==> config.mk <==
export PLATFORM = sky130hd
export DESIGN_NAME = pac_port
export DESIGN_NICKNAME = d
export VERILOG_FILES = /design/src/rtl/pac_pkg.sv /design/src/rtl/pac_port.sv
export SDC_FILE = /design/constraint.sdc
export NUM_CORES = 1
export LEC_CHECK = 0
export ABC_AREA = 0
export BUFFER_PORTS_ARGS = -buffer_cell sky130_fd_sc_hd__buf_2
export CAP_MARGIN = 20
export CORE_MARGIN = 2
export CORE_UTILIZATION = 35
export DETAILED_ROUTE_END_ITERATION = 7
export HOLD_SLACK_MARGIN = 0.15
export PLACE_DENSITY = 0.56
export REMOVE_ABC_BUFFERS = 1
export SKIP_LAST_GASP = 1
export SYNTH_ARGS = -nofsm -noshare
export SYNTH_HDL_FRONTEND = slang
export SYNTH_SLANG_ARGS = --single-unit
==> constraint.sdc <==
create_clock -name pclk -period 2.6 [get_ports pclk]
set_input_delay 0.39 -clock pclk [delete_from_list [all_inputs] [get_ports pclk]]
set_output_delay 0.39 -clock pclk [all_outputs]
set_load 0.1 [all_outputs]
==> src/rtl/pac_pkg.sv <==
package pac_pkg;
	// register byte offsets
	localparam logic [7:0] PAC_OFF_DATA = 8'h00;
	localparam logic [7:0] PAC_OFF_DIR = 8'h04;
	localparam logic [7:0] PAC_OFF_PULL = 8'h08;
	localparam logic [7:0] PAC_OFF_WAKE = 8'h0C;
	localparam logic [7:0] PAC_OFF_PIN = 8'h10;
	localparam logic [7:0] PAC_OFF_STAT = 8'h14;
	localparam logic [7:0] PAC_OFF_MASK = 8'h18;
	localparam logic [7:0] PAC_OFF_CTRL = 8'h1C;
	// port bit layout
	localparam logic [7:0] PAC_PIN_MASK = 8'hD9;
	localparam logic [7:0] PAC_PORT_MASK = 8'hF9;
	localparam int PAC_BIT_ZERO = 0;
	localparam int PAC_BIT_FIVE = 5;
	// reset values
	localparam logic [7:0] PAC_RST_BYTE = 8'h00;
	localparam logic [7:0] PAC_RST_WAKE = 8'hFF;
	localparam logic [7:0] PAC_RST_OE = 8'hFF;
	// status bit layout
	localparam int PAC_ST_EDGE = 0;
	localparam int PAC_ST_WAKE = 1;
	// control bit layout
	localparam int PAC_CT_IRQEN = 0;
	localparam int PAC_CT_SLEEP = 1;
	localparam int PAC_CT_RSTEN = 2;
	localparam logic [31:0] PAC_ZERO_WORD = 32'h0000_0000;
endpackage : pac_pkg

==> src/rtl/pac_port.sv <==
// Behaviour
// - bits 7,6,4,3,0 each selectable input or push-pull output with selectable pull-high
// - bit 5 is input or open-drain output only; its other use is reset
// - bit 5 never gets a pull-high, whatever the pull register says
// - any pin change wakes from sleep unless its wake-enable bit is zero
// - bit 0 as interrupt line raises a request on rising and falling edges
`timescale 1ns/100ps
module pac_port
	import pac_pkg::*;
(
	// clock and reset
	input wire logic pclk,
	input wire logic presetn,
	// apb slave
	input wire logic psel,
	input wire logic penable,
	input wire logic pwrite,
	input wire logic [7:0] paddr,
	input wire logic [31:0] pwdata,
	output logic [31:0] prdata,
	output logic pready,
	output logic pslverr,
	// port pins
	input wire logic [7:0] pin_in,
	output logic [7:0] pin_out,
	output logic [7:0] pin_oe_n,
	output logic [7:0] pin_pull_en,
	// core side events
	output logic ext_irq_line_zero,
	output logic wake_req,
	output logic ext_hw_reset_n,
	output logic irq
);

	typedef struct packed {
		logic [7:0] data;
		logic [7:0] dir;
		logic [7:0] pull;
		logic [7:0] wake;
		logic [7:0] mask;
		logic [7:0] ctrl;
		logic [1:0] stat;
		logic [7:0] sync1;
		logic [7:0] sync2;
		logic [7:0] prev;
		logic [31:0] rdata;
		logic ready;
		logic err;
		logic [7:0] pout;
		logic [7:0] poe_n;
		logic [7:0] ppull;
		logic irq_pulse;
		logic wake_pulse;
		logic rst_n;
		logic irq_out;
	} pac_state_s;

	pac_state_s s_q;
	pac_state_s s_d;

	function automatic logic [31:0] pac_byte(input logic [7:0] b);
		pac_byte = {24'h00_0000, b};
	endfunction : pac_byte

	// register map lookup, shared by the bus decode and its checks
	function automatic logic pac_mapped(input logic [7:0] a, input logic wr);
		unique case (a)
			PAC_OFF_DATA, PAC_OFF_DIR, PAC_OFF_PULL, PAC_OFF_WAKE: pac_mapped = 1'b1;
			PAC_OFF_STAT, PAC_OFF_MASK, PAC_OFF_CTRL: pac_mapped = 1'b1;
			PAC_OFF_PIN: pac_mapped = !wr;
			default: pac_mapped = 1'b0;
		endcase
	endfunction : pac_mapped

	logic setup;
	logic access;
	logic [7:0] changed;
	logic edge_ev;
	logic wake_ev;
	logic [7:0] pins_oe;

	always_comb begin
		setup = psel && !penable;
		access = psel && penable && s_q.ready;
		changed = s_q.sync2 ^ s_q.prev;
		edge_ev = s_q.ctrl[PAC_CT_IRQEN] && changed[PAC_BIT_ZERO];
		wake_ev = s_q.ctrl[PAC_CT_SLEEP] && |(changed & s_q.wake & PAC_PORT_MASK);
		pins_oe = s_q.dir & PAC_PIN_MASK;
	end

	always_comb begin
		s_d = s_q;
		s_d.sync1 = pin_in;
		s_d.sync2 = s_q.sync1;
		s_d.prev = s_q.sync2;
		s_d.irq_pulse = edge_ev;
		s_d.wake_pulse = wake_ev;
		s_d.ready = setup;
		s_d.err = setup && !pac_mapped(paddr, pwrite);
		s_d.rdata = PAC_ZERO_WORD;
		if (setup && !pwrite) begin
			unique case (paddr)
				PAC_OFF_DATA: s_d.rdata = pac_byte(s_q.data);
				PAC_OFF_DIR: s_d.rdata = pac_byte(s_q.dir);
				PAC_OFF_PULL: s_d.rdata = pac_byte(s_q.pull);
				PAC_OFF_WAKE: s_d.rdata = pac_byte(s_q.wake);
				PAC_OFF_PIN: s_d.rdata = pac_byte(s_q.sync2);
				PAC_OFF_STAT: s_d.rdata = {30'h0, s_q.stat};
				PAC_OFF_MASK: s_d.rdata = pac_byte(s_q.mask);
				PAC_OFF_CTRL: s_d.rdata = pac_byte(s_q.ctrl);
				default: s_d.rdata = PAC_ZERO_WORD;
			endcase
		end
		if (access && pwrite) begin
			unique case (paddr)
				PAC_OFF_DATA: s_d.data = pwdata[7:0];
				PAC_OFF_DIR: s_d.dir = pwdata[7:0];
				PAC_OFF_PULL: s_d.pull = pwdata[7:0];
				PAC_OFF_WAKE: s_d.wake = pwdata[7:0];
				PAC_OFF_MASK: s_d.mask = pwdata[7:0];
				PAC_OFF_CTRL: s_d.ctrl = pwdata[7:0];
				default: s_d.data = s_q.data;
			endcase
		end
		// clear only what the read reported, an event after the setup edge survives
		if (access && !pwrite && paddr == PAC_OFF_STAT)
			s_d.stat = s_q.stat & ~s_q.rdata[1:0];
		// set wins over read clear
		if (edge_ev)
			s_d.stat[PAC_ST_EDGE] = 1'b1;
		if (wake_ev)
			s_d.stat[PAC_ST_WAKE] = 1'b1;
		// push-pull bits drive both levels, bit 5 only pulls low
		s_d.pout = s_q.data & pins_oe;
		s_d.poe_n = ~pins_oe;
		s_d.pout[PAC_BIT_FIVE] = 1'b0;
		s_d.poe_n[PAC_BIT_FIVE] = !(s_q.dir[PAC_BIT_FIVE] && !s_q.data[PAC_BIT_FIVE]);
		s_d.ppull = s_q.pull & PAC_PIN_MASK;
		s_d.ppull[PAC_BIT_FIVE] = 1'b0;
		s_d.rst_n = !(s_q.ctrl[PAC_CT_RSTEN] && !s_q.sync2[PAC_BIT_FIVE]);
		s_d.irq_out = |(s_d.stat & s_q.mask[1:0]);
	end

	always_ff @(posedge pclk or negedge presetn) begin
		if (!presetn) begin
			s_q <= '0;
			s_q.wake <= PAC_RST_WAKE;
			s_q.poe_n <= PAC_RST_OE;
			s_q.rst_n <= 1'b1;
		end else begin
			s_q <= s_d;
		end
	end

	always_comb begin
		prdata = s_q.rdata;
		pready = s_q.ready;
		pslverr = s_q.err;
		pin_out = s_q.pout;
		pin_oe_n = s_q.poe_n;
		pin_pull_en = s_q.ppull;
		ext_irq_line_zero = s_q.irq_pulse;
		wake_req = s_q.wake_pulse;
		ext_hw_reset_n = s_q.rst_n;
		irq = s_q.irq_out;
	end

	a_bit5_no_high: assert property (@(posedge pclk) disable iff (!presetn)
		!pin_oe_n[PAC_BIT_FIVE] |-> !pin_out[PAC_BIT_FIVE])
		else $error("bit five driven high");
	a_bit5_no_pull: assert property (@(posedge pclk) disable iff (!presetn)
		!pin_pull_en[PAC_BIT_FIVE])
		else $error("bit five pull enabled");
	a_edge_pulse: assert property (@(posedge pclk) disable iff (!presetn)
		(s_q.ctrl[PAC_CT_IRQEN] && $changed(s_q.sync2[PAC_BIT_ZERO]))
		|=> ext_irq_line_zero)
		else $error("bit zero edge gave no request");
	a_one_pulse: assert property (@(posedge pclk) disable iff (!presetn)
		ext_irq_line_zero |-> $past(s_q.prev[PAC_BIT_ZERO]) != $past(s_q.sync2[PAC_BIT_ZERO])
		&& $past(s_q.ctrl[PAC_CT_IRQEN]))
		else $error("request without edge");
	a_wake_gated: assert property (@(posedge pclk) disable iff (!presetn)
		wake_req |-> |($past(changed) & $past(s_q.wake) & PAC_PORT_MASK))
		else $error("wake from disabled pin");
	a_push_pull: assert property (@(posedge pclk) disable iff (!presetn)
		$past(s_q.dir[PAC_BIT_ZERO]) |-> !pin_oe_n[PAC_BIT_ZERO]
		&& pin_out[PAC_BIT_ZERO] == $past(s_q.data[PAC_BIT_ZERO]))
		else $error("bit zero not driven");

	// bus handshake

	a_ready_single: assert property (@(posedge pclk) disable iff (!presetn)
		pready
		|=> !pready)
		else $error("ready held too long");

	a_ready_after_setup: assert property (@(posedge pclk) disable iff (!presetn)
		pready
		|-> $past(setup))
		else $error("ready without setup");

	a_err_with_ready: assert property (@(posedge pclk) disable iff (!presetn)
		pslverr
		|-> pready)
		else $error("error without ready");

	a_err_unmapped: assert property (@(posedge pclk) disable iff (!presetn)
		$past(setup && !pac_mapped(paddr, pwrite))
		|-> pslverr)
		else $error("unmapped access not refused");

	a_rdata_idle: assert property (@(posedge pclk) disable iff (!presetn)
		!pready
		|-> prdata == PAC_ZERO_WORD)
		else $error("read data outside transfer");

	a_err_no_data: assert property (@(posedge pclk) disable iff (!presetn)
		pslverr
		|-> prdata == PAC_ZERO_WORD)
		else $error("refused read returned data");

	a_write_data: assert property (@(posedge pclk) disable iff (!presetn)
		$past(access && pwrite && paddr == PAC_OFF_DATA)
		|-> s_q.data == $past(pwdata[7:0]))
		else $error("data write lost");

	a_write_dir: assert property (@(posedge pclk) disable iff (!presetn)
		$past(access && pwrite && paddr == PAC_OFF_DIR)
		|-> s_q.dir == $past(pwdata[7:0]))
		else $error("direction write lost");

	a_write_wake: assert property (@(posedge pclk) disable iff (!presetn)
		$past(access && pwrite && paddr == PAC_OFF_WAKE)
		|-> s_q.wake == $past(pwdata[7:0]))
		else $error("wake enable write lost");

	a_pin_readback: assert property (@(posedge pclk) disable iff (!presetn)
		$past(setup && !pwrite && paddr == PAC_OFF_PIN)
		|-> prdata == pac_byte($past(s_q.sync2)))
		else $error("pin read not synchronised value");

	// pin drivers

	a_out_follow: assert property (@(posedge pclk) disable iff (!presetn)
		(pin_out & PAC_PIN_MASK)
		== ($past(s_q.data) & $past(s_q.dir) & PAC_PIN_MASK))
		else $error("push-pull level wrong");

	a_oe_follow: assert property (@(posedge pclk) disable iff (!presetn)
		(pin_oe_n & PAC_PIN_MASK)
		== (~$past(s_q.dir) & PAC_PIN_MASK))
		else $error("push-pull enable wrong");

	a_pull_follow: assert property (@(posedge pclk) disable iff (!presetn)
		pin_pull_en
		== ($past(s_q.pull) & PAC_PIN_MASK))
		else $error("pull-high select wrong");

	a_unused_idle: assert property (@(posedge pclk) disable iff (!presetn)
		pin_oe_n[2:1] == 2'b11
		&& pin_out[2:1] == 2'b00)
		else $error("missing pins driven");

	a_bit5_release: assert property (@(posedge pclk) disable iff (!presetn)
		$past(s_q.dir[PAC_BIT_FIVE]) && $past(s_q.data[PAC_BIT_FIVE])
		|-> pin_oe_n[PAC_BIT_FIVE])
		else $error("bit five not released");

	a_bit5_sink: assert property (@(posedge pclk) disable iff (!presetn)
		$past(s_q.dir[PAC_BIT_FIVE]) && !$past(s_q.data[PAC_BIT_FIVE])
		|-> !pin_oe_n[PAC_BIT_FIVE])
		else $error("bit five not pulled low");

	a_reset_pin: assert property (@(posedge pclk) disable iff (!presetn)
		ext_hw_reset_n
		== !($past(s_q.ctrl[PAC_CT_RSTEN]) && !$past(s_q.sync2[PAC_BIT_FIVE])))
		else $error("reset input not followed");

	// events and status

	a_sync_chain: assert property (@(posedge pclk) disable iff (!presetn)
		s_q.sync2
		== $past(s_q.sync1))
		else $error("synchroniser skipped");

	a_stat_edge_set: assert property (@(posedge pclk) disable iff (!presetn)
		edge_ev
		|=> s_q.stat[PAC_ST_EDGE])
		else $error("edge status lost");

	a_stat_wake_set: assert property (@(posedge pclk) disable iff (!presetn)
		wake_ev
		|=> s_q.stat[PAC_ST_WAKE])
		else $error("wake status lost");

	a_stat_hold: assert property (@(posedge pclk) disable iff (!presetn)
		$fell(s_q.stat[PAC_ST_EDGE])
		|-> $past(access && !pwrite && paddr == PAC_OFF_STAT))
		else $error("edge status dropped without read");

	a_wake_sleep: assert property (@(posedge pclk) disable iff (!presetn)
		wake_req
		|-> $past(s_q.ctrl[PAC_CT_SLEEP]))
		else $error("wake while awake");

	a_wake_fires: assert property (@(posedge pclk) disable iff (!presetn)
		wake_ev
		|=> wake_req)
		else $error("enabled pin change gave no wake");

	a_irq_level: assert property (@(posedge pclk) disable iff (!presetn)
		irq
		== |(s_q.stat & $past(s_q.mask[1:0])))
		else $error("interrupt level wrong");
endmodule : pac_port

### After elaboration in Yosys (flattened, before gate mapping)

Cells that the tools add are included.

* bits in registers: 132
* bits of input ports: 53
* output and inout port bits: 62
* word-level logic and storage cells: 69

* equal/unequal tests: 7
* multiplexer cells: 6
* bitwise gates (word level): 7
* reductions and logical operators: 29

Operator list (number)
* case mux 8 bit (8 select lines): 1
* equality test 8 x 5 -> 1 bit, second input constant: 4
* AND 8 bit: 2
* equality test 8 x 4 -> 1 bit, second input constant: 2
* logical AND 1 bit: 12
* AND reduction 2 bit: 6
* equality test 8 x 3 -> 1 bit, second input constant: 1
* logical NOT 8 bit: 1
* two-way mux 8 bit: 1
* inverter 8 bit: 1
* XOR 8 bit: 1
* logical NOT 1 bit: 7
* OR reduction 7 bit: 1
* OR reduction 6 bit: 1
* AND 2 bit: 2
* two-way mux 1 bit: 2
* two-way mux 2 bit: 1
* inverter 2 bit: 1
* case mux 1 bit (2 select lines): 1
* OR reduction 2 bit: 1

### Depth between registers and ports, before layout

Gate-level depths: netlist of run 1.

* word-level depth: 8
* depth in mapped cells: 6
* depth with buffers taken out: 4

### Least setup slack after synthesis of run 1

No wires, ideal clock.

* kind: reg2reg
* start: reg s_q (netlist bit pready)
* end: reg s_q[100] (netlist bit)
* setup time: 0.125 ns
* data arrival time: 2.086 ns
* required time: 2.475 ns
* slack: 0.390 ns
* cell stages (with the launch flop): 6
* buffers on the path: 1
* period minus slack after synthesis: 2.210 ns
* path through: dfrtp_1 and4_1 and3b_1 and3_1 buf_2 mux2_2

* word-level cells in the longest chain between the ends: 3

RTL lines
* from (decl): RTL line pac_port.sv:58 `pac_state_s s_q;`
* logical AND 1 bit: RTL line pac_port.sv:84 `access = psel && penable && s_q.ready;`
* logical AND 1 bit: RTL line pac_port.sv:114 `if (access && pwrite) begin`
* AND reduction 2 bit (no line)

No other way between the ends.
A chain may end at the register's enable or synchronous reset.

==> out/metrics.cfg, run 1 <==
[run_status]
run_status=finished, final reports clean

[timing]
slew_limit_headroom=0.6301
setup_viol_count_final=0
timing.final.crit_share=0.7478
finalMaxSlewViolations=0
fin_skew_ps=7.148
upper_clock_frequency_limit_mhz=514.3
worst_slew_pin_slew_ps=554.9
rsz_0062_raised_after_global_routing=no
final.min_clock_period_ps=1944
hold_violations=0
finalSetupTns_ps=0

[floorplan]
io_pins=115
die_height_um=115.9
core_area_um2=12110
initial_utilization=0.3619
floorplan.die.width_um=115.9
placementRows=40
design.die.area_um2=13430

[global_route]
top_usage_layer_grt=met2
grt_util_met3=0.03609
grt_antenna_before_repair=0
grt_use_total=0.1374
grt_pass1_vias=2565
grtUsageMet1=0.1674
gr-usage-met2=0.2359
global_route.overflow_total=0
maximum_number_of_pins_on_one_net_before_global_route_repair=46
global_route_wire_length_before_repair_um=13540

[final_layout]
finish.net_count=423
leading_cell_type_in_the_layout_fill_and_taps_excluded=dfrtp_1
nFillCells=1151
final-seq-area_um2=2571
insertedDiodeCount=0
final_cell_mix=dfrtp_1 (87), buf_2 (57), mux2_2 (48), conb_1 (32), dfstp_2 (15)
multi_input_area_um2=1435
layout-drive-gt1-share=0.4240
postLayoutCellArea_um2=5032
finalCoreUtilization=0.4155
syn_to_final_growth_pct=14.82

[placement]
placement.cell_area_um2=4642
place.gp.congestion=0.7448
place.port_buffers=58
dp_hpwl_um=5988

[detailed_routing]
detailedRoute.firstIterationViolations=107
num_vias=2427
number_of_vias_per_cell=4.470
final_wirelength_um=8454
drt-pass1-iter-count=5
antenna_violating_nets_left=0
route.detailed.wl_per_inst_um=15.57
post-route-drc-count=0

[synthesis]
syn-instance-count=316
async_set_reset_flop_share_out_of_synthesis=1.000
syn_area_um2=4383
synth-main-ff-cell=dfrtp_1
synth-seq-cells=102
synth_edf_count=0
yosysUniqueCellTypes=36
synth.yosys.warnings=0
synth_seq_area_share=0.5866
syn_area_per_cell_um2=13.87

[power]
power.density_nw_per_um2=666.8
leakage_nw=2.478
power.ir.vdd_worst_mv=0.2575

[worst_setup_path]
crit_start_category=input pin
worst-endpoint-required_ps=2820
critical_path.max_fanout=5
rr_worst_depth=5
worst_setup_path_end_kind=flip-flop
setup.worst_path.class=in2reg
worst-endpoint-arrival_ps=2170

[worst_hold_path]
min_path_type=in2reg
min_path_cells=1

[cts]
tritoncts_clock_tree=yes
clk_pin_slew_worst_paths_ps=70
cts.htree.levels=3
clkLatencyLatePin_ps=340
cts-resized-gates=0
root_buffer=clkbuf_16
cts_buffers=9
postCtsSetupRepairBufs=0
clockBufferDepth=2
clkSinkCount=102

[flow_run]
max-cap-violations=0

==> metrics by stage <==
step	hold WS [ps]	std cells	power, mW	worst slack [ps]
floorplan	94.41	281	1.906	367.6
finish	167.0	543	3.356	655.8
detailed placement	337.3	519	2.011	296.9
global route	158.6	543	3.492	626.9
CTS	157.3	543	3.399	661.9
global placement	333.8	519	2.008	328.2
==> cell usage after synthesis (3+ instances only) <==
cell type / n / area [µm²]
nor3_1: 6 / 30.03
nor2b_1: 3 / 18.77
mux2i_1: 6 / 60.06
nand2b_1: 4 / 25.02
nand2_1: 3 / 11.26
mux2_2: 48 / 540.5
nand3_1: 4 / 20.02
dfrtp_1: 87 / 2177
and2_1: 9 / 56.30
inv_1: 8 / 30.03
and3_1: 4 / 25.02
buf_4: 56 / 420.4
nor2_1: 8 / 30.03
a221oi_1: 5 / 43.79
mux2_1: 3 / 33.78
clkbuf_1: 5 / 18.77
xor2_1: 6 / 52.55
mux4_2: 9 / 202.7
buf_2: 4 / 20.02
dfstp_2: 15 / 394.1
a22oi_1: 4 / 30.03
==> layer usage <==
metal / vias up / wire length, µm
met5: - / 0
met4: 0 / 83
met3: 6 / 410
met2: 72 / 4386
met1: 1229 / 3574
li1: 1120 / -
==> sequential cells by signal, indices dropped and copies added (netlist names) <==
name / cells
ext_irq_line_zero: 1
pin_out: 5
pin_oe_n: 6
wake_req: 1
prdata: 8
pslverr: 1
pins_oe: 5
pready: 1
s_d: 21
pin_pull_en: 5
irq: 1
ext_hw_reset_n: 1
s_q: 46
==> critical path, stage by stage <==
cell and delay [ps]:
buf_2 100, or4_4 560, or4_1 550, a21o_1 210, a221o_1 350
==> final cells by class <==
cell class,instances,share of cell area
flip-flops and latches,102,0.5109
multi-input cells,171,0.2852
repair buffers,78,0.09448
clock buffers,12,0.05097
well taps,168,0.04177
clock inverters,4,0.01069
inverters,8,0.005967
==> worst paths after layout <==
| check | startpoint | endpoint | slack [ps] |
|---|---|---|---|
| worst max-delay path | paddr[0] | irq | 660 |
| worst min-delay path | pin_in[1] | s_d[71] | 170 |
| worst max register to register | pready | s_q[114] | 850 |
| worst min register to register | s_d[71] | s_d[63] | 350 |
| max in group asynchronous | presetn | ext_hw_reset_n | 1330 |
| min in group asynchronous | presetn | pin_out[7] | 580 |
==> cells by family after synthesis <==
| family | after synthesis | synth area share |
|---|---|---|
| XOR/XNOR | 6 | 0.01199 |
| multiplexers | 66 | 0.1910 |
| flip-flops | 102 | 0.5866 |
| buffers and inverters | 73 | 0.1116 |
| AND/OR/NAND/NOR | 51 | 0.06937 |
| AO/OA/AOI/OAI | 16 | 0.02769 |
| other | 2 | 0.001713 |
==> timing repair <==
action | in CTS | in global routing
setup endpoints to repair | 0 | 0
hold buffers | 8 | 0
hold endpoints to repair | 41 | 0
==> power by group <==
group | internal [mW] | switching (mW)
Combinational | 0.0573 | 0.305
Clock | 0.802 | 0.566
Sequential | 1.61 | 0.0127
No activity file was read; power rests on OpenSTA's default activity.
==> run 2, diff against run 1 <==
clock period = 2 ns   (was 2.6 ns; I/O delays follow)
==> run 2 against run 1 <==
  * Clock skew about the same
  * Via count up 2.6%
  * Non-clock buffer count up 17
  * Final area up 2.9%
  * Die area unchanged
  * Count of clock-buffer cells in the layout up 1
  * Global-route usage up 0.14 points
  * Register-to-register slack worse by 510 ps
  * Critical path depth up 2
  * First-iteration DRC count down 31%
  * Critical path type unchanged
  * Largest cell class unchanged
==> out/metrics.cfg, run 2 (synthesis results as in run 1) <==
[power]
intPower_mw=3.347  ; +35%
power.density_nw_per_um2=863.6  ; +30%
p_seq_frac=0.472  ; -0.012
share_clk_of_total_power=0.419  ; +0.011
power.ir.vdd_worst_mv=0.6012  ; +130%
netSwitchingPower_mw=1.126  ; +27%
swShare=0.2517  ; -0.01173
leakage_nw=2.571  ; +3.7%
power_frac_comb=0.109  ; about the same

[worst_setup_path]
setup.worst_path.end=s_q[122]
cp_top_family=simple AND/OR/NAND/NOR gates
crit_start_category=input pin
worst_path_max_delay_cell=or4_4
regToRegSetupSlack_ps=340  ; -510 ps
cell_repeated_most_along_the_worst_path=buf_4
buf_inv_stages_crit_path=3  ; +2
logic_depth_of_the_worst_setup_path_including_buffers=7  ; +2
worst_setup_path_end_kind=flip-flop
critical_path.max_fanout=5  ; unchanged
rr_startpoint=pready
rr_worst_depth=5  ; unchanged
critPathMaxStageDelay_ps=530  ; -30 ps
worst-endpoint-arrival_ps=2020  ; -150 ps
r2r-end=s_q[100]
setup.worst_path.class=in2reg
cp-startpoint=paddr[0]
worst-endpoint-required_ps=2220  ; -600 ps
path_cells=buf_2 -> or4_4 -> buf_4 -> nor4_2 -> nand2_1 -> buf_4 -> mux2_2

[placement]
dp_hpwl_um=6459  ; +7.9%
place.gp.congestion=0.7639  ; +2.6%
placement.cell_area_um2=4762  ; +2.6%
place.port_buffers=58  ; unchanged

[timing]
rsz_0062_raised_after_global_routing=no
hold_violations=0  ; unchanged
final.min_clock_period_ps=1799
setup_viol_count_final=0  ; unchanged
upper_clock_frequency_limit_mhz=555.7
hold_ws_ps=254.2  ; +87.22 ps
finalMaxSlewViolations=0  ; unchanged
timing.final.crit_share=0.8997
fin_skew_ps=7.125  ; -0.02251 ps

[final_layout]
leading_cell_type_in_the_layout_fill_and_taps_excluded=dfrtp_1
insertedDiodeCount=0  ; unchanged
finish.net_count=440  ; +4.0%
syn_to_final_growth_pct=18.18
layout-drive-gt1-share=0.4439  ; +0.01988
postLayoutCellArea_um2=5180  ; +2.9%
largest_register_ff_count=46  ; unchanged
final_cell_mix=dfrtp_1 (87), buf_2 (57), mux2_2 (48), conb_1 (32), buf_4 (28)
max_flop_register=s_q

[cts]
clockBufferDepth=2  ; unchanged
cts_buffers=9  ; unchanged
cts-resized-gates=0  ; unchanged
root_buffer=clkbuf_16
postCtsSetupRepairBufs=0  ; unchanged
cts.htree.levels=3  ; unchanged
clkSinkCount=102  ; unchanged
total_of_hold_buffers_inserted_after_clock_tree_synthesis=9  ; +1
clk_pin_slew_worst_paths_ps=60  ; about the same
clkLatencyLatePin_ps=340  ; about the same
tritoncts_clock_tree=yes

[detailed_routing]
number_of_vias_per_cell=4.446  ; -0.52%
num_vias=2490  ; +2.6%
drt-pass1-iter-count=4  ; -1
post-route-drc-count=0  ; unchanged
antenna_violating_nets_left=0  ; unchanged
final_wirelength_um=8781  ; +3.9%
detailedRoute.firstIterationViolations=74  ; -31%
route.detailed.wl_per_inst_um=15.68  ; +0.71%

[global_route]
maximum_number_of_pins_on_one_net_before_global_route_repair=43  ; -6.5%
global_route.overflow_total=0  ; unchanged
grt_antenna_before_repair=0  ; unchanged
grt_use_total=0.1389  ; +0.001444
grt_pass1_vias=2506  ; -2.3%
global_route_wire_length_before_repair_um=13610  ; +0.56%

[floorplan]
design.die.area_um2=13430  ; unchanged
placementRows=40  ; unchanged
floorplan.die.width_um=115.9  ; unchanged
core_area_um2=12110  ; unchanged
io_pins=115  ; unchanged
die_height_um=115.9  ; unchanged
initial_utilization=0.3619  ; unchanged

[run_status]
run_status=finished, final reports clean

[worst_hold_path]
min_path_type=in2reg
origin_of_the_worst_min_delay_path=pwdata[6]

[flow_run]
max-cap-violations=0  ; unchanged

[run 2: cell type report]
| class | count | area (µm²) |
|---|---|---|
| Timing Repair Buffer | 95 | 605.6 |
| Tap cell | 168 | 210.2 |
| Sequential cell | 102 | 2571 |
| Clock inverter | 3 | 67.56 |
| Inverter | 8 | 30.03 |
| Fill cell | 1172 | 6932 |
| Multi-Input combinational cell | 171 | 1435 |
| Clock buffer | 13 | 260.3 |
[run 2: worst register-to-register path: cells and delay by family, from the launching register on]
| kind | cells | cell delay [ps] |
|---|---|---|
| muxes | 1 | 340 |
| and+or+nand+nor | 3 | 660 |
| DFF | 1 | 380 |
| buffers and inverters | 1 | 160 |
[run 2: worst min-delay path by stage]
stage | slack [ps] | end | depth (start not counted)
floorplan | 4 | ext_irq_line_zero | 0
global placement | 230 | pin_out[7] | 1
detailed placement | 240 | pin_out[7] | 1
CTS | 250 | s_q[97] | 2
global route | 260 | s_q[129] | 2
finish | 250 | s_q[110] | 2
[run 2: layer usage]
metal	vias up	share of wire	GRT usage
li1	1152	-	-
met1	1278	0.43	0.1767
met2	54	0.52	0.2312
met5	-	0	0
met3	6	0.041	0.04132
met4	0	0.0093	0.04048
[run 2: power groups by stage]
stage / clock network (mW) / registers, mW / logic (mW)
after floorplan: 0 / 2.17 / 0.308
after global placement: 0 / 2.15 / 0.474
after detailed placement: 0 / 2.15 / 0.477
after CTS: 1.94 / 2.11 / 0.491
after global routing: 2.03 / 2.12 / 0.514
final: 1.87 / 2.11 / 0.486
[run 2: through the flow]
stage,util,power [mW],setup WS [ps],TNS [ps],std cells
detailed placement,0.3932,2.628,-165.9,-5358,535
floorplan,-,2.478,-232.4,-5185,281
finish,0.4277,4.473,200.6,0,560
CTS,0.4277,4.543,194.8,0,560
global placement,0.3932,2.624,-157.9,-4326,535
global route,0.4277,4.658,92.79,0,560
==> run 3, diff against run 2 <==
CORE_UTILIZATION = 53   (was 35)
PLACE_DENSITY = 0.79   (was 0.56)
==> run 3 against run 2 <==
  * Combinational power shrank 2%
  * Largest cell class unchanged
  * First-iteration DRC count shrank 18%
  * Critical endpoint unchanged
  * Clock skew grew 2.7 ps
  * Register-to-register slack lost 20 ps
  * Worst setup slack gained 0.52 ps
  * Non-clock buffer count shrank 4
  * Flip-flop and latch count is the same
  * Hold slack lost 21 ps
==> out/metrics.cfg, run 3 (synthesis results as in run 1) <==
[cts]
postCtsSetupRepairBufs=0  ; unchanged
cts-resized-gates=0  ; unchanged
clockBufferDepth=2  ; unchanged
clkLatencyLatePin_ps=370  ; +30 ps
cts.htree.levels=3  ; unchanged
cts_buffers=9  ; unchanged
clkSinkCount=102  ; unchanged
total_of_hold_buffers_inserted_after_clock_tree_synthesis=9  ; unchanged
tritoncts_clock_tree=yes
root_buffer=clkbuf_8
clk_pin_slew_worst_paths_ps=90  ; +30 ps

[timing]
worst_slew_pin_slew_ps=505.0
fin_skew_ps=9.809  ; +2.684 ps
rsz_0062_raised_after_global_routing=no
finalMaxSlewViolations=0  ; unchanged
finalSetupTns_ps=0  ; unchanged
timing.final.crit_share=0.8994  ; about the same
hold_violations=0  ; unchanged
setup_viol_count_final=0  ; unchanged
slew_limit_headroom=0.6633
upper_clock_frequency_limit_mhz=555.9  ; about the same
final_critical_path_setup_slack_ps=201.1  ; +0.5180 ps
final.min_clock_period_ps=1799  ; -0.5180 ps
hold_ws_ps=233.1  ; -21.11 ps

[power]
power.density_nw_per_um2=780.0  ; -9.7%
leakage_nw=2.487  ; -3.2%
power.ir.vdd_worst_mv=0.5368  ; -11%
totalPowerFinal_mw=3.849  ; -14%

[worst_hold_path]
holdPathEnd=s_q[110]
origin_of_the_worst_min_delay_path=pwdata[6]
min_path_type=in2reg
min_path_cells=2  ; unchanged

[worst_setup_path]
worst-endpoint-arrival_ps=2050  ; +30 ps
worst_setup_path_end_kind=flip-flop
setup.worst_path.class=in2reg
worst-endpoint-required_ps=2250  ; +30 ps
crit_start_category=input pin
rr_worst_depth=5  ; unchanged
r2r-end=s_q[98]
regToRegSetupSlack_ps=320  ; -20 ps
critical_path.max_fanout=4  ; -1
rr_startpoint=pready

[detailed_routing]
detailedRoute.firstIterationViolations=61  ; -18%
met3RoutedLength_um=385  ; +7.2%
top_layer_used=met4
antenna_violating_nets_left=0  ; unchanged
num_vias=2507  ; +0.68%
drt-pass1-iter-count=4  ; unchanged
post-route-drc-count=0  ; unchanged
number_of_vias_per_cell=5.085  ; +14%
met2RoutedLength_um=4113  ; -9.4%
final_wirelength_um=8004  ; -8.8%
route.detailed.wl_per_inst_um=16.24  ; +3.5%
wirelength_met1_um=3280  ; -14%

[floorplan]
initial_utilization=0.5388  ; +0.1770
placementRows=33  ; -18%
floorplan.die.width_um=94.94  ; -18%
design.die.area_um2=9014  ; -33%
die_height_um=94.94  ; -18%
core_area_um2=8134  ; -33%
io_pins=115  ; unchanged

[final_layout]
finish.net_count=436  ; -0.91%
final_cell_mix=dfrtp_1 (87), buf_2 (57), mux2_2 (48), conb_1 (32), buf_4 (24)
syn_to_final_growth_pct=12.59
postLayoutCellArea_um2=4935  ; -4.7%
leading_cell_type_in_the_layout_fill_and_taps_excluded=dfrtp_1
instances_no_fill=493  ; -12%
layout-drive-gt1-share=0.4407  ; -0.003156
finalCoreUtilization=0.6067  ; +0.1790
largest_register_ff_count=46  ; unchanged
insertedDiodeCount=0  ; unchanged
max_flop_register=s_q

[global_route]
grt_use_total=0.1962  ; +0.05735
maximum_number_of_pins_on_one_net_before_global_route_repair=40  ; -7.0%
global_route.overflow_total=0  ; unchanged
global_route_wire_length_before_repair_um=12950  ; -4.9%
grt_pass1_vias=2570  ; +2.6%
grt_antenna_before_repair=0  ; unchanged

[placement]
place.gp.congestion=0.8399  ; +9.9%
placement.cell_area_um2=4653  ; -2.3%
dp_hpwl_um=5742  ; -11%
place.port_buffers=58  ; unchanged
pre_cts_ws_ps=-191.9  ; -25.99 ps
place.detailed.instances=468  ; -13%

[run_status]
run_status=finished, final reports clean

[flow_run]
max-cap-violations=0  ; unchanged

-- run 3: cell count changes in the layout (fill, tap and decap cells not counted), sizes merged --
cell | previous run | this run
buf | 86 | 82
clkinv | 0 | 3
clkinvlp | 1 | 2
bufinv | 2 | 1
clkbuf | 13 | 10
-- run 3: cell type report --
class | instances | area (µm²)
inverters | 8 | 30.03
clock buffers | 10 | 127.6
clock inverters | 6 | 63.81
well taps | 105 | 131.4
multi-input cells | 171 | 1435
flip-flops and latches | 102 | 2571
fillers | 649 | 3199
repair buffers | 91 | 575.6
-- run 3: how the worst max path moves through the flow --
stage	start	to	slack [ps]	cells after the start
after floorplan	pready	s_q[100]	-230	4
after global placement	paddr[0]	s_q[125]	-150	7
after detailed placement	paddr[0]	s_q[122]	-190	7
after CTS	paddr[0]	s_q[122]	200	7
after global routing	paddr[0]	s_q[125]	170	7
final	paddr[0]	s_q[122]	200	7
-- run 3: metal layers --
layer  vias up  track usage
met2        81       0.3322
met3        15      0.04469
met4         0      0.09420
met5         -            0
met1      1269       0.2380
li1       1142            -
-- run 3: worst max-delay path, stage by stage --
cell and delay [ps]:
buf_2 90, or4_4 540, buf_4 170, nor4_2 310, nand2_1 170, buf_4 200
mux2_2 270
-- run 3: power breakdown --
part,internal (mW),switching [mW]
Sequential,2.09,0.0180
Clock,0.576,0.685
Combinational,0.0806,0.395
